File: config.mk
export PLATFORM = sky130hd
export DESIGN_NAME = ucsr_top
export DESIGN_NICKNAME = d
export VERILOG_FILES = /design/src/ucsr_pkg.sv /design/src/ucsr_buf2.sv /design/src/ucsr_top.sv
export SDC_FILE = /design/constraint.sdc
export NUM_CORES = 1
export LEC_CHECK = 0
export BUFFER_PORTS_ARGS = -buffer_cell sky130_fd_sc_hd__buf_4
export CAP_MARGIN = 20
export CORE_MARGIN = 1.5
export CORE_UTILIZATION = 50
export DETAILED_ROUTE_END_ITERATION = 10
export HOLD_SLACK_MARGIN = 0.03
export MAX_ROUTING_LAYER = met4
export PLACE_DENSITY = 0.87
export SLEW_MARGIN = 25
export SYNTH_ARGS = -nofsm -noshare
export SYNTH_HDL_FRONTEND = slang
export SYNTH_SLANG_ARGS = --single-unit
File: constraint.sdc
create_clock -name clock_i -period 3.4 [get_ports clock_i]
set_input_delay 0.51 -clock clock_i [delete_from_list [all_inputs] [get_ports clock_i]]
set_output_delay 0.51 -clock clock_i [all_outputs]
set_load 0.05 [all_outputs]
File: src/ucsr_pkg.sv
// constants, field layout and carrier types of the serial control block
// assumes an 8-bit special function register port and a bit-write port
package ucsr_pkg;
	// ----------------------------------------
	// register map
	// ----------------------------------------
	localparam logic [7:0] UCSR_SERIAL_CONTROL_STATUS_ADDR = 8'h98;
	localparam logic [7:0] UCSR_SERIAL_CONTROL_STATUS_RESET = 8'h00;
	// bit addresses 98h..9Fh hit this register; compare the top five bits
	localparam logic [4:0] UCSR_BIT_ADDR_BASE = 5'h13;

	// ----------------------------------------
	// field positions
	// ----------------------------------------
	localparam int UCSR_BIT_SHARED = 7;
	localparam int UCSR_BIT_MODE_LO = 6;
	localparam int UCSR_BIT_MULTIPROC = 5;
	localparam int UCSR_BIT_RX_ENABLE = 4;
	localparam int UCSR_BIT_TX_NINTH = 3;
	localparam int UCSR_BIT_RX_NINTH = 2;
	localparam int UCSR_BIT_TX_DONE = 1;
	localparam int UCSR_BIT_RX_DONE = 0;

	// ----------------------------------------
	// bit-rate divisors of the cpu clock, 0 means timer driven
	// ----------------------------------------
	localparam logic [5:0] UCSR_DIV_SHIFT = 6'h06;
	localparam logic [5:0] UCSR_DIV_FIXED_FAST = 6'h10;
	localparam logic [5:0] UCSR_DIV_FIXED_SLOW = 6'h20;
	localparam logic [5:0] UCSR_DIV_VARIABLE = 6'h00;

	// ----------------------------------------
	// types
	// ----------------------------------------
	typedef enum logic [1:0] {
		UCSR_MODE_SHIFT,
		UCSR_MODE_UART8,
		UCSR_MODE_UART9_FIXED,
		UCSR_MODE_UART9_VAR
	} ucsr_mode_t;

	// one received character as the shift engine reports it
	typedef struct packed {
		logic [7:0] data;
		logic ninth;
		logic stop_ok;
	} ucsr_char_t;

	localparam ucsr_char_t UCSR_CHAR_ZERO = '{8'h00, 1'b0, 1'b0};
endpackage

File: src/ucsr_buf2.sv
// two-entry elastic buffer for received characters
// assumes both sides are on clock_i; the drain side may stall at will
`timescale 1ns/1ns
`default_nettype none
module ucsr_buf2
	import ucsr_pkg::*;
(
	input wire logic clock_i,
	input wire logic rst_i,
	input wire logic in_valid_i,
	output logic in_ready_o,
	input wire ucsr_char_t in_char_i,
	output logic out_valid_o,
	input wire logic out_ready_i,
	output ucsr_char_t out_char_o
);
	typedef struct packed {
		ucsr_char_t e0;
		ucsr_char_t e1;
		logic [1:0] cnt;
		logic in_ready;
		logic out_valid;
	} ucsr_buf_state_t;

	ucsr_buf_state_t st_r;
	ucsr_buf_state_t st_nxt;
	logic push;
	logic pop;

	// ----------------------------------------
	// next state
	// ----------------------------------------
	// entry 0 is always the head, so the output needs no mux
	always_comb begin
		st_nxt = st_r;
		push = in_valid_i && st_r.in_ready;
		pop = out_ready_i && (st_r.cnt != 2'h0);
		if (pop) begin
			st_nxt.e0 = st_r.e1;
		end
		if (push) begin
			if (st_r.cnt == 2'h0 || (st_r.cnt == 2'h1 && pop)) begin
				st_nxt.e0 = in_char_i;
			end else begin
				st_nxt.e1 = in_char_i;
			end
		end
		if (push && !pop) begin
			st_nxt.cnt = st_r.cnt + 2'h1;
		end else if (pop && !push) begin
			st_nxt.cnt = st_r.cnt - 2'h1;
		end
		// registered ready: a full buffer refuses until a word drains
		st_nxt.in_ready = (st_nxt.cnt != 2'h2);
		// valid kept in a flop so the output needs no compare
		st_nxt.out_valid = (st_nxt.cnt != 2'h0);
	end

	always_ff @(posedge clock_i) begin
		if (rst_i) begin
			st_r <= '{UCSR_CHAR_ZERO, UCSR_CHAR_ZERO, 2'h0, 1'b1, 1'b0};
		end else begin
			st_r <= st_nxt;
		end
	end

	assign in_ready_o = st_r.in_ready;
	assign out_valid_o = st_r.out_valid;
	assign out_char_o = st_r.e0;
endmodule
`default_nettype wire

File: src/ucsr_top.sv
// serial port control and status register with its flag logic
// assumes the shift engines and timer sit outside; transmit reports by pulses, receive by valid/ready;
// the power control bits arrive as plain levels from their own register
// in fixed 9-bit mode a change of baud_doubler_i shows on rate_div_o one cycle later, as it is
// registered; bit7_select_i only steers bit 7 and never changes mode_o
//
// Notes on behaviour
// (RULE1) bit 7 shows error flag or mode-high by select
// (RULE2) bad stop bit sets the framing error flag
// (RULE3) framing error stays set until software clears
// (RULE4) mode 00 shift at clk/6, 01 variable uart
// (RULE5) bits 6..0: mode-lo, mp, ren, tb8, rb8, ti, ri
// (RULE6) 9-bit modes, filter on: ninth 0 blocks rx-done
// (RULE7) tx-done set at bit 8 or stop start
// (RULE8) fixed 9-bit mode: clk/16 doubled, else clk/32
// (RULE9) bit-7 write touches only the visible flag
`timescale 1ns/1ns
`default_nettype none
module ucsr_top
	import ucsr_pkg::*;
(
	input wire logic clock_i,
	input wire logic rst_i,
	// special function register port, byte and bit writes
	// a byte write wins over a bit write in the same cycle
	input wire logic [7:0] sfr_addr_i,
	input wire logic sfr_wr_i,
	input wire logic sfr_rd_i,
	input wire logic [7:0] sfr_wdata_i,
	output logic [7:0] sfr_rdata_o,
	input wire logic bit_wr_i,
	input wire logic [7:0] bit_addr_i,
	input wire logic bit_val_i,
	// power control levels
	input wire logic bit7_select_i,
	input wire logic baud_doubler_i,
	// transmit engine events
	input wire logic tx_eighth_end_i,
	input wire logic tx_stop_start_i,
	// receive engine characters
	input wire logic rx_valid_i,
	output logic rx_ready_o,
	input wire ucsr_char_t rx_char_i,
	// received data to the reader
	output logic rd_valid_o,
	input wire logic rd_ready_i,
	output ucsr_char_t rd_char_o,
	// control towards the engines
	output ucsr_mode_t mode_o,
	output logic [5:0] rate_div_o,
	output logic rx_enable_o,
	output logic tx_ninth_bit_o,
	output logic multiproc_filter_o
);
	typedef struct packed {
		logic mode_select_hi;
		logic mode_select_lo;
		logic multiproc_filter;
		logic rx_enable;
		logic tx_ninth_bit;
		logic rx_ninth_bit;
		logic tx_done_flag;
		logic rx_done_flag;
		logic framing_error_flag;
		logic [7:0] rdata;
		ucsr_mode_t mode;
		logic [5:0] div;
	} ucsr_state_t;

	ucsr_state_t st_r;
	ucsr_state_t st_nxt;
	logic buf_ready;
	logic take;
	logic byte_wr;
	logic bit_hit;
	// decoded write: which bits change and to what
	logic [7:0] wmask;
	logic [7:0] wval;
	// software view before and after this cycle's write
	logic [7:0] view;
	logic [7:0] cur;
	logic [7:0] upd;
	// event that sets the transmit-done flag in the current mode
	logic tx_event;

	// ----------------------------------------
	// received character buffer
	// ----------------------------------------
	ucsr_buf2 u_buf (
		.clock_i(clock_i),
		.rst_i(rst_i),
		.in_valid_i(rx_valid_i),
		.in_ready_o(buf_ready),
		.in_char_i(rx_char_i),
		.out_valid_o(rd_valid_o),
		.out_ready_i(rd_ready_i),
		.out_char_o(rd_char_o)
	);

	// ----------------------------------------
	// next state
	// ----------------------------------------
	always_comb begin
		st_nxt = st_r;
		take = rx_valid_i && buf_ready;
		byte_wr = sfr_wr_i && (sfr_addr_i == UCSR_SERIAL_CONTROL_STATUS_ADDR);
		bit_hit = bit_wr_i && (bit_addr_i[7:3] == UCSR_BIT_ADDR_BASE);

		// software view of the register
		view = {bit7_select_i ? st_r.framing_error_flag
			: st_r.mode_select_hi, // [RULE1]
			st_r.mode_select_lo, st_r.multiproc_filter,
			st_r.rx_enable, st_r.tx_ninth_bit, st_r.rx_ninth_bit,
			st_r.tx_done_flag, st_r.rx_done_flag}; // [RULE5]
		// byte write replaces all bits, bit write only the addressed one
		wmask = 8'h00;
		wval = sfr_wdata_i;
		if (byte_wr) begin
			wmask = 8'hFF;
		end else if (bit_hit) begin
			wmask = 8'h01 << bit_addr_i[2:0];
			wval = {8{bit_val_i}};
		end
		upd = (view & ~wmask) | (wval & wmask);
		cur = view;

		// bit 7 lands only on whichever flag is visible; the hidden one
		// keeps its value, so switching the select never loses state
		if (bit7_select_i) begin
			st_nxt.framing_error_flag = upd[UCSR_BIT_SHARED]; // [RULE9]
		end else begin
			st_nxt.mode_select_hi = upd[UCSR_BIT_SHARED]; // [RULE9]
		end
		st_nxt.mode_select_lo = upd[UCSR_BIT_MODE_LO];
		st_nxt.multiproc_filter = upd[UCSR_BIT_MULTIPROC];
		st_nxt.rx_enable = upd[UCSR_BIT_RX_ENABLE];
		st_nxt.tx_ninth_bit = upd[UCSR_BIT_TX_NINTH];
		st_nxt.rx_ninth_bit = upd[UCSR_BIT_RX_NINTH];
		st_nxt.tx_done_flag = upd[UCSR_BIT_TX_DONE];
		st_nxt.rx_done_flag = upd[UCSR_BIT_RX_DONE];

		// hardware sets come last so they win over a same-cycle clear
		tx_event = (st_r.mode == UCSR_MODE_SHIFT) ? tx_eighth_end_i
			: tx_stop_start_i;
		if (tx_event) begin
			st_nxt.tx_done_flag = 1'b1; // [RULE7]
		end

		// a character follows the mode in force when it was framed, not a
		// mode written in the same cycle
		if (take) begin
			unique case (st_r.mode)
				UCSR_MODE_SHIFT: begin
					// no stop bit: ninth bit and error flag left alone
					st_nxt.rx_done_flag = 1'b1;
				end
				UCSR_MODE_UART8: begin
					// ninth flag keeps the stop bit, filter off only
					if (!st_r.multiproc_filter) begin
						st_nxt.rx_ninth_bit = rx_char_i.stop_ok;
					end
					if (!st_r.multiproc_filter || rx_char_i.stop_ok) begin
						st_nxt.rx_done_flag = 1'b1;
					end
				end
				UCSR_MODE_UART9_FIXED, UCSR_MODE_UART9_VAR: begin
					// filter on: ninth 0 is data for another node
					st_nxt.rx_ninth_bit = rx_char_i.ninth;
					if (!st_r.multiproc_filter || rx_char_i.ninth) begin
						st_nxt.rx_done_flag = 1'b1; // [RULE6]
					end
				end
			endcase
			// sticky: only a software write or reset clears it
			if (st_r.mode != UCSR_MODE_SHIFT && !rx_char_i.stop_ok) begin
				st_nxt.framing_error_flag = 1'b1; // [RULE2] [RULE3]
			end
		end

		// registered read data, zero for any other address
		// a read in the cycle of a write returns the value before it
		st_nxt.rdata = 8'h00;
		if (sfr_rd_i && sfr_addr_i == UCSR_SERIAL_CONTROL_STATUS_ADDR) begin
			st_nxt.rdata = cur;
		end
		// mode decode and divisor follow the stored mode bits
		st_nxt.mode = ucsr_mode_t'({st_nxt.mode_select_hi,
			st_nxt.mode_select_lo}); // [RULE4]
		unique case (st_nxt.mode)
			UCSR_MODE_SHIFT: st_nxt.div = UCSR_DIV_SHIFT; // [RULE4]
			UCSR_MODE_UART9_FIXED: begin
				st_nxt.div = baud_doubler_i ? UCSR_DIV_FIXED_FAST
					: UCSR_DIV_FIXED_SLOW; // [RULE8]
			end
			UCSR_MODE_UART8, UCSR_MODE_UART9_VAR: begin
				// timer driven: the engine counts overflows itself
				st_nxt.div = UCSR_DIV_VARIABLE; // [RULE4]
			end
		endcase
	end

	// ----------------------------------------
	// state register
	// ----------------------------------------
	// synchronous reset clears the hidden error flag as well
	always_ff @(posedge clock_i) begin
		if (rst_i) begin
			st_r <= '{1'b0, 1'b0, 1'b0, 1'b0, 1'b0, 1'b0, 1'b0, 1'b0,
				1'b0, UCSR_SERIAL_CONTROL_STATUS_RESET, UCSR_MODE_SHIFT,
				UCSR_DIV_SHIFT};
		end else begin
			st_r <= st_nxt;
		end
	end

	// ----------------------------------------
	// outputs, all from flip-flops
	// ----------------------------------------
	assign sfr_rdata_o = st_r.rdata;
	// buffer flops drive the receive handshake and the read data
	assign rx_ready_o = buf_ready;
	assign mode_o = st_r.mode;
	assign rate_div_o = st_r.div;
	assign rx_enable_o = st_r.rx_enable;
	assign tx_ninth_bit_o = st_r.tx_ninth_bit;
	assign multiproc_filter_o = st_r.multiproc_filter;
endmodule
`default_nettype wire

==> summary.txt, run 1 <==
Global route
  – Vias in the first global route: roughly 1800
  – GRT overflow: 0
  – Largest net degree at the start of global routing: 33
  – First-pass GRT wire length: 8.22 mm
  – Initial antenna violation count: 0
  – GRT Resource Usage Total: 21.3%

Synthesis
  – Synthesized area: ~2300 um^2
  – FF+latch count, synth: 44
  – Synth unique cells: 55
  – Yosys warning count: 0
  – Area leader, netlist: dfxtp_1
  – Count leader, synth: dfxtp_1
  – Post-Syn Instances: approximately 250
  – Area share of the largest cell type after synthesis: 38.5%
  – Post-synth EDFFs: 0
  – Avg Cell Area, Syn: 9.23 um^2
  – Synth Flop Type: dfxtp_1
  – Async S/R FF share, synth: 0%
  – Seq/Total Area, Yosys: between 30% and 40%
  – Synth cell count leaders: dfxtp_1, buf_4, nor2_1
  – Most area-consuming cells after synthesis: dfxtp_1, buf_4, mux2i_1, a211oi_1, nor2_1

CTS
  – CTS buffer count: 5
  – H-Tree Depth: 2
  – Worst-skew pair later-pin latency: approximately 310 ps
  – CTS Root Cell: clkbuf_8
  – Clock slew at reported path FFs: ~90 ps
  – TritonCTS clock tree: done
  – Post_cts resized: 0
  – Postcts setup bufs: 0
  – Longest Clk Path Bufs: 2
  – Post-CTS Hold Fix Bufs: 0
  – Clk sinks: between 40 and 50

Timing
  – Min Tclk post-route: roughly 2200 ps
  – Fmax: 452 MHz
  – Worst slew margin: 47.6%
  – Final Hold Fails: 0
  – Setup Skew: 9.15 ps
  – Fin. max-slew vios: 0
  – Slew @ Worst Pin: between 700 and 800 ps
  – # setup viols final: 0
  – Total Neg Setup Slack: 0 ps
  – Fin crit share: about two thirds
  – RSZ-0062 raised after global routing: false

Critical path
  – Worst-path fanout max: 14
  – CP max stage delay: 550 ps
  – Crit path capture type: register
  – Crit path kind: register to register
  – CP bufs+invs: 1
  – Cell Chain, Critical Path: inv_1 -> ha_1 -> nand2b_1 -> maj3_1 -> a221oi_2 -> or2_1
  – Family with the most delay on the worst path: adder cells
  – R2r startpoint: u_buf.st_r[3]
  – Startpoint class of the critical path: register
  – R2r endpoint: u_buf.out_valid_o
  – Crit path max-delay cell type: maj3_1
  – Reg2Reg Depth: 6
  – Internal reg-to-reg setup slack: 1190 ps
  – Crit path DAT: 2460 ps
  – Crit path launch: u_buf.st_r[3]
  – Critical Path RT: 3650 ps

Floorplan
  – Die Span Y: between 70 and 80 um
  – Chip Width: 70.7 um
  – Core Box Area: about 4400 um^2
  – Die area: around 5000 um^2
  – Io pins: 77
  – Row cnt: 24
  – Initial Util: between 50% and 60%

Drt
  – DRC violation count after routing: 0
  – 1st-iter DRT viols: roughly 180
  – Wire length per cell: between 10 and 15 um
  – Vias per cell: between 5 and 6
  – Routed wire length: approximately 5.2 mm
  – Drt pass-1 iters: 4
  – Post-route ant nets: 0
  – Vias: 1939

Finish
  – Final Net Count: 340
  – Layout cells sized above 1: 34.1%
  – Fillers: between 300 and 400
  – Design Area, Final: around 2800 um^2
  – Cell Count, Final, Fillers Out: roughly 350
  – Area grow syn2layout: 21.8%
  – Number of diodes: 0

Placement
  – Placed inst area: approximately 2700 um^2
  – HPWL Detailed: 3.84 mm
  – DP Cell Count: between 300 and 400
  – Input/output buffers: 74
  – Routability cong.: just over 0.8

Hold path
  – Hold Path Class: input port to register
  – Min-Delay Endpoint: rate_div_o[5]
  – Cells on Worst Hold Path: 2
  – Hold Crit Start: baud_doubler_i

Power
  – Peak VDD IR: roughly 370 uV
  – P_leak: 1.18 nW
  – Pwr Density: 612 nW/um^2
  – Tot Pwr: approximately 0.0017 W

Status
  – Outcome: finished clean

Job
  – Max-Cap Viols: 0
## cells in the final DEF (no fill, tap or decap), types with 2 or more instances in the layout
master and count:
a21oi_1 13, buf_4 75, dfxtp_1 44, clkbuf_8 5, nand2_1 16, nand2b_1 3, conb_1 2, nor3_1 3
ha_1 2, mux2i_1 17, nor4_1 4, a211oi_1 14, nor2b_1 3, nand4bb_1 2, a31oi_1 2, inv_1 8
nor4b_2 2, nor2_1 18, nand3_1 11, o21ai_0 4, and2_1 9
## area by class of cell
cell class,instances,area (um^2),share of cell area [%]
well taps,52,65.1,2.33
clock buffers,5,68.8,2.47
inverters,8,30.0,1.08
flip-flops and latches,44,881,31.6
clock inverters,3,46.3,1.66
multi-input cells,158,1130,40.7
repair buffers,75,563,20.2
## state kept, by name (all words and copies together), names as in the netlist, named ones only
register           flops
st_r                   2
u_buf.out_char_o      10
mode_o                 1
sfr_rdata_o            8
u_buf.st_r            12
u_buf.in_ready_o       1
u_buf.out_valid_o      1
rate_div_o             3
cur                    3
## power by group
part           total [W]  switching [W]  internal, W
sequential      0.000648      0.0000459     0.000603
combinational   0.000639       0.000407     0.000232
clock           0.000418       0.000196     0.000221
## how the worst max path moves through the flow
| stage | cells past startpoint | endpoint | slack, ps |
|---|---|---|---|
| 2_1_floorplan | 5 | cur[2] | 1620 |
| 3_3_place_gp | 5 | rate_div_o[2] | 1180 |
| 3_5_place_dp | 5 | rate_div_o[2] | 1090 |
| 4_1_cts | 6 | u_buf.out_valid_o | 1170 |
| 5_1_grt | 6 | u_buf.out_valid_o | 1050 |
| 6_report | 6 | u_buf.out_valid_o | 1190 |
## kinds of logic (layout without fill, tap and decap cells)
logic type	Yosys count	after routing	share of synthesized area [%]
xor gates and xnor gates	1	1	0.984
adders and majority gates	3	3	1.53
and+or+nand+nor	89	89	24.1
other	1	2	0.164
buffers and inverters	47	91	12.1
muxes	17	17	7.44
DFF	44	44	38.5
AOI/OAI and AO/OA	46	46	15.2
## per-stage QoR
stage          utilization (%)  worst slack [ps]  hold WS [ps]
2_1_floorplan                -              1620           429
3_3_place_gp              61.0              1180           441
3_5_place_dp              61.0              1090           443
4_1_cts                   63.6              1170           373
5_1_grt                   63.6              1050           380
6_report                  63.6              1190           380
## layer usage
layer	global-route usage [%]	wire (um)	up-vias
met5	-	0	-
met1	23.5	2060	919
met2	37.3	2700	73
met3	5.27	324	7
met4	7.34	75	0
li1	-	-	940
## worst register-to-register path: stages (launching register included)
cell	delay [ps]
dfxtp_1	350
inv_1	80
ha_1	190
nand2b_1	500
maj3_1	550
a221oi_2	340
or2_1	140
(Power assumes the default switching activity.)
==> inputs of run 2 (changes only) <==
CORE_UTILIZATION = 45   (was 50)
PLACE_DENSITY = 0.83   (was 0.87)
clock period = 1.93 ns   (was 3.4 ns; I/O delays follow)
==> run 2 against run 1 <==
Register-to-register slack got worse by 930 ps. Clock power increased by 75%. Cell area increased by 2.3%. First-iteration DRC count decreased by 48%. Utilization decreased by 4.4 points. Largest power group is now combinational cells. Sequential power increased by 76%. Power increased by 78%.
==> summary.txt, run 2 (synthesized netlist as in run 1, its figures left out) <==
Power
  – Pwr Density: 1070 nW/um^2 (+74%)
  – Peak VDD IR: 651 uV (+74%)
  – P_leak: 1.21 nW (+2.3%)

Finish
  – Largest Register: u_buf.st_r
  – Number of diodes: 0 (unchanged)
  – Area of the multi-input gates: 1130 um^2 (unchanged)
  – Design Area, Final: 2850 um^2 (+2.3%)
  – Layout cells sized above 1: 35.5% (+1.3 points)
  – Max reg flops: 12 (unchanged)
  – Leading cell type in the layout, fill and taps excluded: buf_4
  – Cell Count, Final, Fillers Out: 366 (+6.1%)
  – Area grow syn2layout: 24.6%
  – FF+latch area: 881 um^2 (unchanged)
  – Most frequent cells in the layout: buf_4, dfxtp_1, nor2_1
  – Fillers: 433 (+20%)
  – Final Net Count: 346 (+1.8%)

Global route
  – GRT Resource Usage Total: 20.1% (-1.2 points)
  – Initial antenna violation count: 0 (unchanged)
  – GR peak layer: met2
  – Largest net degree at the start of global routing: 33 (unchanged)
  – First-pass GRT wire length: 8.27 mm (+0.60%)
  – Grt met3 use: 4.88% (-0.39 points)
  – Met2 Use GR: 35.0% (-2.3 points)
  – Vias in the first global route: 1871 (+3.4%)
  – GRT overflow: 0 (unchanged)
  – Met1 Track Usage GR: 22.3% (-1.2 points)

CTS
  – Postcts setup bufs: 0 (unchanged)
  – TritonCTS clock tree: done
  – Post-CTS Hold Fix Bufs: 0 (unchanged)
  – CTS buffer count: 5 (unchanged)
  – CTS Root Cell: clkbuf_8
  – H-Tree Depth: 2 (unchanged)
  – Longest Clk Path Bufs: 2 (unchanged)
  – Worst-skew pair later-pin latency: 300 ps (about the same)
  – Clk sinks: 44 (unchanged)
  – Clock slew at reported path FFs: 90 ps (about the same)
  – Post_cts resized: 0 (unchanged)

Timing
  – Min Tclk post-route: 1670 ps (-541 ps)
  – Final Hold Fails: 0 (unchanged)
  – RSZ-0062 raised after global routing: false
  – Fin. max-slew vios: 0 (unchanged)
  – # setup viols final: 0 (unchanged)
  – Min Hold Slack: 146 ps (-235 ps)
  – Fin crit share: 86.6% (+22 points)
  – Setup Skew: 2.06 ps (-7.10 ps)
  – Total Neg Setup Slack: 0 ps (unchanged)
  – Fmax: 598 MHz (+32%)

Critical path
  – Crit path to: u_buf.out_valid_o
  – CP bufs+invs: 1 (unchanged)
  – Crit path kind: register to register
  – Crit path capture type: register
  – Startpoint class of the critical path: register
  – Crit path DAT: 1920 ps (-540 ps)
  – R2r endpoint: u_buf.out_valid_o
  – R2r startpoint: u_buf.st_r[2]
  – Worst-path fanout max: 3 (-11)
  – Internal reg-to-reg setup slack: 260 ps (-930 ps)
  – Crit path launch: u_buf.st_r[2]
  – Crit path depth: 6 (unchanged)
  – Crit path max-delay cell type: maj3_1
  – Reg2Reg Depth: 6 (unchanged)
  – Cell Chain, Critical Path: inv_1 -> ha_1 -> nand2b_1 -> maj3_1 -> a221oi_2 -> or2_1
  – Critical Path RT: 2180 ps (-1470 ps)
  – CP max stage delay: 380 ps (-170 ps)
  – Family with the most delay on the worst path: adder cells

Drt
  – Vias per cell: 5.23 (-7.0%)
  – Drt pass-1 iters: 4 (unchanged)
  – Routed wire length: 5.18 mm (+0.27%)
  – Vias: 1913 (-1.3%)
  – Wire length per cell: 14.1 um (-5.5%)
  – DRC violation count after routing: 0 (unchanged)
  – Post-route ant nets: 0 (unchanged)
  – 1st-iter DRT viols: 94 (-48%)

Placement
  – DP Cell Count: 358 (+6.2%)
  – Input/output buffers: 74 (unchanged)
  – Routability cong.: 0.767 (-4.8%)
  – HPWL Detailed: 3.86 mm (+0.50%)
  – Placed inst area: 2740 um^2 (+2.4%)

Floorplan
  – Row cnt: 25 (+4.2%)
  – Die Span Y: 74.3 um (+5.2%)
  – Core Box Area: 4820 um^2 (+9.9%)
  – Die area: 5520 um^2 (+11%)
  – Io pins: 77 (unchanged)
  – Initial Util: 47.5% (-4.7 points)
  – Chip Width: 74.3 um (+5.2%)

Hold path
  – Cells on Worst Hold Path: 2 (unchanged)
  – Hold Crit Start: baud_doubler_i
  – Hold Path Class: input port to register

Status
  – Outcome: finished clean

Job
  – Max-Cap Viols: 0 (unchanged)
[run 2: routing by layer]
layer | up-vias | share of wire (%)
li1 | 962 | -
met2 | 65 | 50
met1 | 880 | 43
met5 | - | 0
met3 | 6 | 5.9
met4 | 0 | 1.4
[run 2: worst register-to-register path, stage by stage, from the launching register on]
cell and delay [ps]:
dfxtp_1 370, inv_1 50, ha_1 190, nand2b_1 160, maj3_1 380, a221oi_2 320
or2_1 140
[run 2: worst min-delay path by stage]
stage                                end  slack [ps]
after floorplan            u_buf.st_r[3]         360
after global placement     u_buf.st_r[7]         440
after detailed placement  u_buf.st_r[13]         450
after CTS                  rate_div_o[5]         140
after global routing       rate_div_o[5]         150
final                      rate_div_o[5]         150
[run 2: area by class of cell]
| cell class | count | share of cell area, % |
|---|---|---|
| Clock buffer | 5 | 2.41 |
| Clock inverter | 3 | 1.62 |
| Inverter | 8 | 1.05 |
| Multi-Input combinational cell | 158 | 39.8 |
| Sequential cell | 44 | 30.9 |
| Tap cell | 67 | 2.94 |
| Timing Repair Buffer | 81 | 21.3 |
[run 2: report_power, final]
| part | switching, W | internal, W |
|---|---|---|
| logic | 0.000727 | 0.000436 |
| registers | 0.0000825 | 0.00106 |
| clock network | 0.000342 | 0.000390 |
[run 2: stage by stage]
| stage | power, W | util, % | setup slack [ps] |
|---|---|---|---|
| floorplan | 0.00206 | - | 269 |
| global placement | 0.00230 | 56.8 | 200 |
| detailed placement | 0.00233 | 56.8 | 148 |
| CTS | 0.00305 | 59.2 | 227 |
| global route | 0.00318 | 59.2 | 148 |
| finish | 0.00304 | 59.2 | 258 |
